### src/ppct_regs.svh
// Register offsets, field positions, codes and reset values of the capture timer.
// Assumes an 8-bit register port with 16-bit byte addresses.
`ifndef PPCT_REGS_SVH
`define PPCT_REGS_SVH

// ----------------------------------------------------------------
// Register offsets
// ----------------------------------------------------------------
`define PPCT_ADDR_CTRL   16'hf700
`define PPCT_ADDR_IOCTL  16'hf701
`define PPCT_ADDR_STATUS 16'hf703
`define PPCT_ADDR_IRQEN  16'hf704
`define PPCT_ADDR_CNT_HI 16'hf706
`define PPCT_ADDR_CNT_LO 16'hf707
`define PPCT_ADDR_GRA_HI 16'hf708
`define PPCT_ADDR_GRA_LO 16'hf709
`define PPCT_ADDR_START  16'hf720
`define PPCT_ADDR_MODE   16'hf721
`define PPCT_ADDR_FUNC   16'hf722

// ----------------------------------------------------------------
// Field positions
// ----------------------------------------------------------------
`define PPCT_CLKSEL   2:0
`define PPCT_CNTEDGE  4:3
`define PPCT_CCLR     7:5
`define PPCT_IOMODE   2:0
`define PPCT_IOEDGE   1:0
`define PPCT_IOCAP    2
`define PPCT_OVF_BIT  4
`define PPCT_CAPF_BIT 0
`define PPCT_OVERFLOW_IRQ_ENABLE_BIT 7
`define PPCT_CAPIE_BIT 0
`define PPCT_RUN0_BIT 0
`define PPCT_SYNC_BIT 0
`define PPCT_BYTE_HI  15:8
`define PPCT_BYTE_LO  7:0

// ----------------------------------------------------------------
// Writable bit masks and codes
// ----------------------------------------------------------------
`define PPCT_MASK_IOCTL 8'h07
`define PPCT_MASK_IRQEN 8'h81
`define PPCT_MASK_START 8'h03
`define PPCT_MASK_MODE  8'h01
`define PPCT_MASK_FUNC  8'h13
`define PPCT_CCLR_GRA   3'b001
`define PPCT_TAP_DIV2    0
`define PPCT_TAP_DIV8    2
`define PPCT_TAP_DIV32   4
`define PPCT_TAP_DIV8192 12

// ----------------------------------------------------------------
// Reset values and steps
// ----------------------------------------------------------------
`define PPCT_RESET_BYTE 8'h00
`define PPCT_RESET_WORD 16'h0000
`define PPCT_PSC_RESET  13'h0000
`define PPCT_PSC_STEP   13'h0001
`define PPCT_CNT_STEP   16'h0001
`define PPCT_CNT_MAX    16'hffff
`define PPCT_SYNC_RESET 2'b00

`endif

### src/ppct_pkg.sv
// Types shared by the capture timer files.
// Assumes nothing beyond a SystemVerilog compiler.
`default_nettype none
package ppct_pkg;
    typedef logic [7:0]  ppct_byte_t;
    typedef logic [15:0] ppct_word_t;
    typedef logic [12:0] ppct_psc_t;
    typedef enum logic [2:0] {
        PPCT_CLK_DIV1    = 3'b000,
        PPCT_CLK_DIV8A   = 3'b001,
        PPCT_CLK_DIV2    = 3'b010,
        PPCT_CLK_DIV8B   = 3'b011,
        PPCT_CLK_DIV32   = 3'b100,
        PPCT_CLK_EXTA    = 3'b101,
        PPCT_CLK_DIV8192 = 3'b110,
        PPCT_CLK_EXTB    = 3'b111
    } ppct_clk_sel_e;
endpackage
`default_nettype wire

### src/ppct_edge_detect.sv
// Edge detector: pulse on rising, falling or both edges of a level.
// Assumes the level is synchronous to sys_clk.
`timescale 1ns/1ps
`default_nettype none
`include "ppct_regs.svh"
module ppct_edge_detect (
    input  wire logic       sys_clk,
    input  wire logic       rstSyncB,
    input  wire logic       level,
    input  wire logic [1:0] edgeSel,
    output logic            pulse
);
    logic prevReg;
    wire  riseSeen = level & ~prevReg;
    wire  fallSeen = ~level & prevReg;

    always_ff @(posedge sys_clk or negedge rstSyncB) begin
        if (!rstSyncB) begin
            prevReg <= 1'b0;
        end else begin
            prevReg <= level;
        end
    end

    // Code 1x takes both edges, 01 falling, 00 rising
    assign pulse = edgeSel[1] ? (riseSeen | fallSeen) : (edgeSel[0] ? fallSeen : riseSeen);
endmodule
`default_nettype wire

### src/ppct_timer.sv
// Pulse period capture timer: prescaler, channel counter, capture register A,
// status and enable flags, start, mode and combination registers.
// Assumes a byte register port and a capture pin synchronous to sys_clk.
//
// Operation
// - A 13-bit prescaler steps every clock and feeds the counter clock taps.
// - A readable, writable 16-bit up counter steps on the chosen count clock.
// - Control bits 2..0 pick the count clock; codes 001 and 011 give clock over eight.
// - Control bits 4..3 pick the count edge; 00 counts rising edges.
// - Control bits 7..5 equal 001 clear the counter on register A events.
// - I/O control bits 2..0 equal 100 capture on capture pin rising edge.
// - On the chosen capture edge the counter is copied into register A.
// - Every capture into register A sets capture flag A.
// - A status register holds the capture A flag and the overflow flag.
// - Enable bits each allow or block the request of their status flag.
// - A start register holds separate run bits for both channel counters; here only bit 0 runs the one counter, bit 1 is only stored and read back.
// - A mode bit makes the counter run synchronous or independent of channel one; here the bit is only stored and read back.
// - A function register selects combination modes and an output level; here it is only stored and read back, with no output.
// - Clock over eight gives the stated count step and longest period.
// - Overflow flag sits at status bit 4, capture flag A at bit 0.
// - Overflow enable sits at bit 7, capture A enable at bit 0.
// - Start bit 0 low stops the counter, high runs it.
// - Mode bit 0 low means independent, high means synchronous; the code only stores the bit.
//
// Our own choice: the address-and-strobe port.
`timescale 1ns/1ps
`default_nettype none
`include "ppct_regs.svh"
module ppct_timer (
    input  wire logic                sys_clk,
    input  wire logic                rst_b,
    input  wire logic [15:0]         regAddr,
    input  wire ppct_pkg::ppct_byte_t regWrData,
    input  wire logic                regWrStb,
    input  wire logic                regRdStb,
    output ppct_pkg::ppct_byte_t     regRdData,
    input  wire logic                capturePinA,
    input  wire logic                extCountClk,
    output logic                     irqReq
);
    // ----------------------------------------------------------------
    // Reset release
    // ----------------------------------------------------------------
    logic [1:0] rstSyncReg;
    wire        rstSyncB = rstSyncReg[1];

    always_ff @(posedge sys_clk or negedge rst_b) begin
        if (!rst_b) begin
            rstSyncReg <= `PPCT_SYNC_RESET;
        end else begin
            rstSyncReg <= {rstSyncReg[0], 1'b1};
        end
    end

    // ----------------------------------------------------------------
    // Registers
    // ----------------------------------------------------------------
    ppct_pkg::ppct_psc_t  systemPrescalerReg;
    ppct_pkg::ppct_byte_t channelControlReg;
    ppct_pkg::ppct_byte_t captureIoControlAReg;
    ppct_pkg::ppct_byte_t channelStatusReg;
    ppct_pkg::ppct_byte_t channelIrqEnableReg;
    ppct_pkg::ppct_byte_t counterStartReg;
    ppct_pkg::ppct_byte_t counterModeReg;
    ppct_pkg::ppct_byte_t combinationFunctionReg;
    ppct_pkg::ppct_word_t channelCounterReg;
    ppct_pkg::ppct_word_t generalRegisterAReg;
    ppct_pkg::ppct_word_t channelCounterNext;
    ppct_pkg::ppct_word_t generalRegisterANext;
    ppct_pkg::ppct_byte_t channelStatusNext;
    ppct_pkg::ppct_byte_t regRdNext;
    logic                 irqReqNext;

    // ----------------------------------------------------------------
    // Address decode
    // ----------------------------------------------------------------
    wire wrCtrl   = regWrStb & (regAddr == `PPCT_ADDR_CTRL);
    wire wrIoctl  = regWrStb & (regAddr == `PPCT_ADDR_IOCTL);
    wire wrStatus = regWrStb & (regAddr == `PPCT_ADDR_STATUS);
    wire wrIrqen  = regWrStb & (regAddr == `PPCT_ADDR_IRQEN);
    wire wrCntHi  = regWrStb & (regAddr == `PPCT_ADDR_CNT_HI);
    wire wrCntLo  = regWrStb & (regAddr == `PPCT_ADDR_CNT_LO);
    wire wrGraHi  = regWrStb & (regAddr == `PPCT_ADDR_GRA_HI);
    wire wrGraLo  = regWrStb & (regAddr == `PPCT_ADDR_GRA_LO);
    wire wrStart  = regWrStb & (regAddr == `PPCT_ADDR_START);
    wire wrMode   = regWrStb & (regAddr == `PPCT_ADDR_MODE);
    wire wrFunc   = regWrStb & (regAddr == `PPCT_ADDR_FUNC);
    wire cntWrite = wrCntHi | wrCntLo;

    // ----------------------------------------------------------------
    // Count clock selection
    // ----------------------------------------------------------------
    ppct_pkg::ppct_clk_sel_e clockSelect;
    logic                    tapLevel;
    logic                    tapEveryCycle;
    logic                    tapEdge;

    assign clockSelect = ppct_pkg::ppct_clk_sel_e'(channelControlReg[`PPCT_CLKSEL]);

    // Both printed codes for clock over eight are honoured, as the two disagree
    always_comb begin
        tapLevel      = 1'b0;
        tapEveryCycle = 1'b0;
        unique case (clockSelect)
            ppct_pkg::PPCT_CLK_DIV1:    tapEveryCycle = 1'b1;
            ppct_pkg::PPCT_CLK_DIV8A:   tapLevel = systemPrescalerReg[`PPCT_TAP_DIV8];
            ppct_pkg::PPCT_CLK_DIV2:    tapLevel = systemPrescalerReg[`PPCT_TAP_DIV2];
            ppct_pkg::PPCT_CLK_DIV8B:   tapLevel = systemPrescalerReg[`PPCT_TAP_DIV8];
            ppct_pkg::PPCT_CLK_DIV32:   tapLevel = systemPrescalerReg[`PPCT_TAP_DIV32];
            ppct_pkg::PPCT_CLK_EXTA:    tapLevel = extCountClk;
            ppct_pkg::PPCT_CLK_DIV8192: tapLevel = systemPrescalerReg[`PPCT_TAP_DIV8192];
            ppct_pkg::PPCT_CLK_EXTB:    tapLevel = extCountClk;
        endcase
    end

    ppct_edge_detect countEdgeDetect (
        .sys_clk  (sys_clk),
        .rstSyncB (rstSyncB),
        .level    (tapLevel),
        .edgeSel  (channelControlReg[`PPCT_CNTEDGE]),
        .pulse    (tapEdge)
    );

    // Sync bit only joins a second channel, which this block does not hold
    wire channelRun = counterStartReg[`PPCT_RUN0_BIT];
    wire countTick  = channelRun & (tapEveryCycle | tapEdge);

    // ----------------------------------------------------------------
    // Capture and compare on register A
    // ----------------------------------------------------------------
    logic capEdge;

    ppct_edge_detect captureEdgeDetect (
        .sys_clk  (sys_clk),
        .rstSyncB (rstSyncB),
        .level    (capturePinA),
        .edgeSel  (captureIoControlAReg[`PPCT_IOEDGE]),
        .pulse    (capEdge)
    );

    wire captureMode = captureIoControlAReg[`PPCT_IOCAP];
    wire capEvent    = captureMode & capEdge;
    wire cmpEvent    = ~captureMode & countTick & (channelCounterReg == generalRegisterAReg);
    wire graEvent    = capEvent | cmpEvent;
    wire clrOnGra    = graEvent & (channelControlReg[`PPCT_CCLR] == `PPCT_CCLR_GRA);
    wire atMax       = channelCounterReg == `PPCT_CNT_MAX;
    wire ovfSet      = countTick & atMax & ~cntWrite & ~clrOnGra;

    // ----------------------------------------------------------------
    // Next values
    // ----------------------------------------------------------------
    // Software write beats clear and count, so a loaded value is never lost
    assign channelCounterNext =
        wrCntHi  ? {regWrData, channelCounterReg[`PPCT_BYTE_LO]} :
        wrCntLo  ? {channelCounterReg[`PPCT_BYTE_HI], regWrData} :
        clrOnGra ? `PPCT_RESET_WORD :
        countTick ? channelCounterReg + `PPCT_CNT_STEP :
        channelCounterReg;

    // A capture beats a software write in the same cycle
    assign generalRegisterANext =
        capEvent ? channelCounterReg :
        wrGraHi  ? {regWrData, generalRegisterAReg[`PPCT_BYTE_LO]} :
        wrGraLo  ? {generalRegisterAReg[`PPCT_BYTE_HI], regWrData} :
        generalRegisterAReg;

    // Writing 0 clears a flag; an event in the same cycle wins
    wire ovfKeep  = channelStatusReg[`PPCT_OVF_BIT] & ~(wrStatus & ~regWrData[`PPCT_OVF_BIT]);
    wire capfKeep = channelStatusReg[`PPCT_CAPF_BIT] & ~(wrStatus & ~regWrData[`PPCT_CAPF_BIT]);

    always_comb begin
        channelStatusNext = `PPCT_RESET_BYTE;
        channelStatusNext[`PPCT_OVF_BIT]  = ovfSet | ovfKeep;
        channelStatusNext[`PPCT_CAPF_BIT] = graEvent | capfKeep;
    end

    wire ovfReq  = channelStatusReg[`PPCT_OVF_BIT] & channelIrqEnableReg[`PPCT_OVERFLOW_IRQ_ENABLE_BIT];
    wire capfReq = channelStatusReg[`PPCT_CAPF_BIT] & channelIrqEnableReg[`PPCT_CAPIE_BIT];
    assign irqReqNext = ovfReq | capfReq;

    // Unmapped addresses read as zero
    assign regRdNext =
        ~regRdStb ? `PPCT_RESET_BYTE :
        (regAddr == `PPCT_ADDR_CTRL)   ? channelControlReg :
        (regAddr == `PPCT_ADDR_IOCTL)  ? captureIoControlAReg :
        (regAddr == `PPCT_ADDR_STATUS) ? channelStatusReg :
        (regAddr == `PPCT_ADDR_IRQEN)  ? channelIrqEnableReg :
        (regAddr == `PPCT_ADDR_CNT_HI) ? channelCounterReg[`PPCT_BYTE_HI] :
        (regAddr == `PPCT_ADDR_CNT_LO) ? channelCounterReg[`PPCT_BYTE_LO] :
        (regAddr == `PPCT_ADDR_GRA_HI) ? generalRegisterAReg[`PPCT_BYTE_HI] :
        (regAddr == `PPCT_ADDR_GRA_LO) ? generalRegisterAReg[`PPCT_BYTE_LO] :
        (regAddr == `PPCT_ADDR_START)  ? counterStartReg :
        (regAddr == `PPCT_ADDR_MODE)   ? counterModeReg :
        (regAddr == `PPCT_ADDR_FUNC)   ? combinationFunctionReg :
        `PPCT_RESET_BYTE;

    // ----------------------------------------------------------------
    // Flip-flops
    // ----------------------------------------------------------------
    always_ff @(posedge sys_clk or negedge rstSyncB) begin
        if (!rstSyncB) begin
            systemPrescalerReg <= `PPCT_PSC_RESET;
        end else begin
            systemPrescalerReg <= systemPrescalerReg + `PPCT_PSC_STEP;
        end
    end

    always_ff @(posedge sys_clk or negedge rstSyncB) begin
        if (!rstSyncB) begin
            channelControlReg    <= `PPCT_RESET_BYTE;
            captureIoControlAReg <= `PPCT_RESET_BYTE;
            channelIrqEnableReg  <= `PPCT_RESET_BYTE;
        end else begin
            if (wrCtrl) begin
                channelControlReg <= regWrData;
            end
            if (wrIoctl) begin
                captureIoControlAReg <= regWrData & `PPCT_MASK_IOCTL;
            end
            if (wrIrqen) begin
                channelIrqEnableReg <= regWrData & `PPCT_MASK_IRQEN;
            end
        end
    end

    always_ff @(posedge sys_clk or negedge rstSyncB) begin
        if (!rstSyncB) begin
            counterStartReg        <= `PPCT_RESET_BYTE;
            counterModeReg         <= `PPCT_RESET_BYTE;
            combinationFunctionReg <= `PPCT_RESET_BYTE;
        end else begin
            if (wrStart) begin
                counterStartReg <= regWrData & `PPCT_MASK_START;
            end
            if (wrMode) begin
                counterModeReg <= regWrData & `PPCT_MASK_MODE;
            end
            if (wrFunc) begin
                combinationFunctionReg <= regWrData & `PPCT_MASK_FUNC;
            end
        end
    end

    always_ff @(posedge sys_clk or negedge rstSyncB) begin
        if (!rstSyncB) begin
            channelCounterReg   <= `PPCT_RESET_WORD;
            generalRegisterAReg <= `PPCT_RESET_WORD;
            channelStatusReg    <= `PPCT_RESET_BYTE;
            irqReq              <= 1'b0;
            regRdData           <= `PPCT_RESET_BYTE;
        end else begin
            channelCounterReg   <= channelCounterNext;
            generalRegisterAReg <= generalRegisterANext;
            channelStatusReg    <= channelStatusNext;
            irqReq              <= irqReqNext;
            regRdData           <= regRdNext;
        end
    end
endmodule
`default_nettype wire

### config.mk
export PLATFORM = sky130hd
export DESIGN_NAME = ppct_timer
export DESIGN_NICKNAME = d
export VERILOG_FILES = /design/src/ppct_pkg.sv /design/src/ppct_edge_detect.sv /design/src/ppct_timer.sv
export VERILOG_INCLUDE_DIRS = /design/src
export SDC_FILE = /design/constraint.sdc
export NUM_CORES = 1
export LEC_CHECK = 0
export ABC_AREA = 1
export BUFFER_PORTS_ARGS = -buffer_cell sky130_fd_sc_hd__buf_2
export CORE_AREA = 2 2 94 96
export CTS_CLUSTER_SIZE = 25
export DETAILED_ROUTE_END_ITERATION = 6
export DIE_AREA = 0 0 96 98
export GPL_TIMING_DRIVEN = 0
export PLACE_DENSITY = 0.83
export SETUP_SLACK_MARGIN = 0.3
export SLEW_MARGIN = 20
export SYNTH_ARGS = -nofsm -noshare
export SYNTH_HDL_FRONTEND = slang
export SYNTH_SLANG_ARGS = --single-unit
export TNS_END_PERCENT = 50
### constraint.sdc
create_clock -name sys_clk -period 3.6 [get_ports sys_clk]
set_clock_uncertainty 0.2 [all_clocks]
set_input_delay 0.18 -clock sys_clk [delete_from_list [all_inputs] [get_ports sys_clk]]
set_output_delay 0.18 -clock sys_clk [all_outputs]
set_load 0.01 [all_outputs]
==> PnR_summary.wiki <==
{| class="wikitable"
! Metric !! Value
|-
| Synthesized net count || 708
|-
| Pin slew with the least headroom to its limit || 0.604 ns
|-
| Share of layout cells above drive strength 1 || 15.9%
|-
| Total GRT Usage || 30.9%
|-
| Static leakage || 2.97 nW
|-
| Data arrival time of the worst path || 3.03 ns
|-
| Cell with the biggest individual delay on the critical path || sky130_fd_sc_hd__dfrtp_1
|-
| Synth Cell Area || 4960 sq um
|-
| Worst ir drop on vdd || 0.000263 V
|-
| Pin count of the biggest net entering global routing || 48
|-
| Largest buffer count on any clock path || 2
|-
| Number of antenna violations at the first check in global routing || 0
|-
| Synth Register Bits || 79
|-
| Average vias per placed instance || 5.67
|-
| Syn. warnings || 0
|-
| Pre-CTS WS || 0.597 ns
|-
| Clk Latency, worst-skew pair || 0.37 ns
|-
| Maximum net fanout on the critical path || 10
|-
| Crit path from || channelControlReg[2]
|-
| I/O pin count || 39
|-
| Failing checks || negative hold slack
|-
| Setup Total Neg Slack || 0 ns
|-
| Number of core rows || 34
|-
| Post-route DRC violation count || 0
|-
| Area growth from synthesis to layout || 14.2%
|-
| Final setup slack of the worst path || 0.625 ns
|-
| Clock transition at the register clock pins on the worst setup and hold paths after CTS || 0.10 ns
|-
| Max-slew violation count || 0
|-
| Startpoint of the worst-slack reg-to-reg timing path || channelControlReg[2]
|-
| Yosys top cell area share || 39.9%
|-
| GP Congestion || 0.951
|-
| Via count || 4788
|-
| Number of different library cells in the post-synthesis netlist || 48
|-
| Die X-Extent || 96 microns
|-
| CTS tree || yes
|-
| Top flip-flop cell by instance count after synthesis || sky130_fd_sc_hd__dfrtp_1
|-
| Worst min-delay path category || input pin to flip-flop
|-
| Total Routed Length || 13.9 mm
|-
| # Max-Cap Violations || 0
|-
| Kind of end point of the critical path || flip-flop
|-
| Critical path launch point type || flip-flop
|-
| Main area contributors after synthesis || sky130_fd_sc_hd__dfrtp_1 40%, sky130_fd_sc_hd__nand2_1 15%, sky130_fd_sc_hd__inv_1 7.2%
|-
| Leftover overflow at the end of global routing || 0
|-
| Cell at the root of the clock tree || sky130_fd_sc_hd__clkbuf_8
|-
| CP Depth || 18
|-
| Area after DPL || 5310 sq um
|-
| CP Buf/Inv Count || 3
|-
| TritonRoute pass-1 iters || 6
|-
| Effective utilization at floorplan || 58.6%
|-
| R2r worst-path depth || 18
|-
| Min Tclk post-route || 2.97 ns
|-
| Cell area after layout || 5660 sq um
|-
| CP peak stage delay || 0.40 ns
|-
| Seq/Total Area, Yosys || 39.9%
|-
| Die Height || 98 microns
|-
| Port buffer count || 37
|-
| Avg Inst Size Synth || 7.38 sq um
|-
| Number of setup violations in the final report || 0
|-
| Number of fill cells || 721
|-
| Total clock buffers created by CTS || 9
|-
| Synth async-reset ratio || 100%
|-
| Number of enable-type register cells in the synthesized netlist || 0
|-
| Dominant cell type by count on the critical path || sky130_fd_sc_hd__nand3_1
|-
| Total core area || 8470 sq um
|-
| Outcome || finished, violations left
|-
| Required arrival time at the worst endpoint || 3.66 ns
|-
| Reg-to-Reg End || channelCounterReg[0]
|-
| Ant. Diodes || 0
|-
| Via count of the first global-routing pass || 4315
|-
| Capture point of the worst path || channelCounterReg[0]
|-
| Largest area contributor in the netlist || sky130_fd_sc_hd__dfrtp_1
|-
| Fmax || 0.336 GHz
|-
| Iteration-0 DRC count of the detailed router || 490
|-
| ANT nets after route || 0
|-
| Category of cells accounting for the largest share of critical-path delay || simple AND/OR/NAND/NOR gates
|-
| Min Hold Slack || -0.0113 ns
|-
| Total half-perimeter wirelength after legalization and detailed placement || 10.4 mm
|-
| Clk sink count || 79
|-
| First-pass GRT wire length || 22.0 mm
|-
| Routed WL per cell || 16.5 microns
|-
| Setup repair after global routing missed its margin || no
|-
| Sequence of cells on the critical path || inv_1, o21ai_1, nand3_1, a32oi_2, inv_1, ha_1, or2_0, nand3_1, nand2_1, nor2_1, nand3_1, nand2_2, nand2_4, buf_4, nand3_1, o21ai_1, nand2_1, nand2_1
|-
| H-Tree Depth || 3
|-
| Share of the clock period used by the worst path after layout || 82.6%
|-
| Final hold violation count || 1
|-
| Setup bufs post-CTS || 0
|-
| Area of the die || 9410 sq um
|-
| Worst setup slack for register-to-register paths || 0.63 ns
|-
| Total power per unit cell area || 313 nW/um^2
|-
| Max_slew headroom || 59.8%
|-
| Class of the most critical setup path || flip-flop to flip-flop
|-
| Number of instances in the synthesized netlist || 672
|-
| Net count, final || 768
|}
==> cells in the final DEF, fill, tap and decap left out, drive strengths merged, types with 3 or more instances in the layout <==
master and count:
nand2 205, inv 110, dfrtp 79, o21ai 62, buf 48, nor2 48
nand3 47, xor2 24, o221ai 16, clkbuf 15, nand4 13, nor3 13
a21oi 12, dlygate4sd3 11, ha 6, xnor2 4, clkinv 3
==> synth_stat cells (4+ instances only) <==
master	n
sky130_fd_sc_hd__ha_1	6
sky130_fd_sc_hd__nor2_1	39
sky130_fd_sc_hd__dfrtp_1	79
sky130_fd_sc_hd__xnor2_1	4
sky130_fd_sc_hd__nand4_1	12
sky130_fd_sc_hd__o21ai_0	40
sky130_fd_sc_hd__nand3_1	44
sky130_fd_sc_hd__nand2_2	7
sky130_fd_sc_hd__nand2_1	193
sky130_fd_sc_hd__buf_2	4
sky130_fd_sc_hd__xor2_1	24
sky130_fd_sc_hd__nand2_4	5
sky130_fd_sc_hd__nor3_1	7
sky130_fd_sc_hd__a21oi_1	11
sky130_fd_sc_hd__nor2_2	7
sky130_fd_sc_hd__clkbuf_1	4
sky130_fd_sc_hd__o21ai_1	20
sky130_fd_sc_hd__o221ai_1	16
sky130_fd_sc_hd__inv_1	95
sky130_fd_sc_hd__inv_2	11
sky130_fd_sc_hd__buf_4	4
==> power breakdown <==
group / leakage (nW) / internal, mW / switching (mW)
clock: 0.118 / 0.406 / 0.375
sequential: 1.05 / 0.889 / 0.00870
combinational: 1.80 / 0.0315 / 0.0615
==> area by class of cell <==
cell class                      count  area (sq um)  area share (%)
Sequential cell                    79          1980            35.0
Inverter                          108           408            7.21
Multi-Input combinational cell    469          2480            43.9
Buffer                             16          97.6            1.72
Clock inverter                      7           109            1.92
Timing Repair Buffer               49           323            5.70
Tap cell                          108           135            2.39
Clock buffer                        9           124            2.19
==> worst reg2reg max path, cell delays in order (launching register included) <==
cell                      delay [ns]
sky130_fd_sc_hd__dfrtp_1        0.40
sky130_fd_sc_hd__inv_1          0.10
sky130_fd_sc_hd__o21ai_1        0.13
sky130_fd_sc_hd__nand3_1        0.09
sky130_fd_sc_hd__a32oi_2        0.18
sky130_fd_sc_hd__inv_1          0.09
sky130_fd_sc_hd__ha_1           0.27
sky130_fd_sc_hd__or2_0          0.21
sky130_fd_sc_hd__nand3_1        0.14
sky130_fd_sc_hd__nand2_1        0.17
sky130_fd_sc_hd__nor2_1         0.13
sky130_fd_sc_hd__nand3_1        0.09
sky130_fd_sc_hd__nand2_2        0.10
sky130_fd_sc_hd__nand2_4        0.11
sky130_fd_sc_hd__buf_4          0.21
sky130_fd_sc_hd__nand3_1        0.07
sky130_fd_sc_hd__o21ai_1        0.07
sky130_fd_sc_hd__nand2_1        0.08
sky130_fd_sc_hd__nand2_1        0.05
==> state kept, by name, summed over array words and instances (netlist names) <==
name,cells
captureEdgeDetect.prevReg,1
irqReq,1
captureIoControlAReg,3
regRdData,8
channelCounterReg,16
countEdgeDetect.prevReg,1
combinationFunctionReg,3
channelStatusReg,2
counterStartReg,2
generalRegisterAReg,16
channelControlReg,8
systemPrescalerReg,13
channelIrqEnableReg,2
counterModeReg,1
rstSyncReg,2
==> cells by family (layout without fill, tap and decap cells) <==
logic type                 count (synthesis)  after routing  synth area share, %
other                                      1              1               0.0756
and+or+nand+nor                          332            332                 31.0
AOI/OAI and AO/OA                        102            102                 12.4
buffers and inverters                    124            189                 10.2
xor gates and xnor gates                  28             28                 4.95
adders and majority gates                  6              6                 1.51
DFF                                       79             79                 39.9
==> routing by layer <==
metal	routed length (microns)	GRT usage, %	share of wire (%)	vias up
met5	0	0	0	-
met2	6540	48.2	47	217
met4	537	11.3	3.9	0
met3	1110	4.63	8.0	44
li1	-	-	-	2281
met1	5730	43.6	41	2246
==> per-stage QoR <==
stage | total power, mW | hold WS (ns) | util, % | std cells
floorplan | 0.952 | -0.316 | - | 672
global placement | 0.992 | -0.236 | 62.4 | 817
detailed placement | 0.998 | -0.232 | 62.7 | 818
CTS | 1.78 | 0.0131 | 66.8 | 845
global route | 1.83 | 0.0141 | 66.9 | 845
finish | 1.77 | -0.0113 | 66.9 | 845
==> what timing repair did <==
action                                  in CTS  in global routing
gates resized for setup                      0                  2
hold endpoints to repair                    17                  0
hold buffers                                11                  0
endpoints found under the setup margin       0                  8
==> worst min-delay path by stage <==
stage                 from                       to  cells after the start
2_1_floorplan        rst_b            rstSyncReg[0]                      0
3_3_place_gp         rst_b            rstSyncReg[0]                      1
3_5_place_dp         rst_b            rstSyncReg[0]                      1
4_1_cts        extCountClk  countEdgeDetect.prevReg                      5
5_1_grt        extCountClk  countEdgeDetect.prevReg                      5
6_report       extCountClk  countEdgeDetect.prevReg                      5
Note: power is estimated with default switching activity, not from simulation.
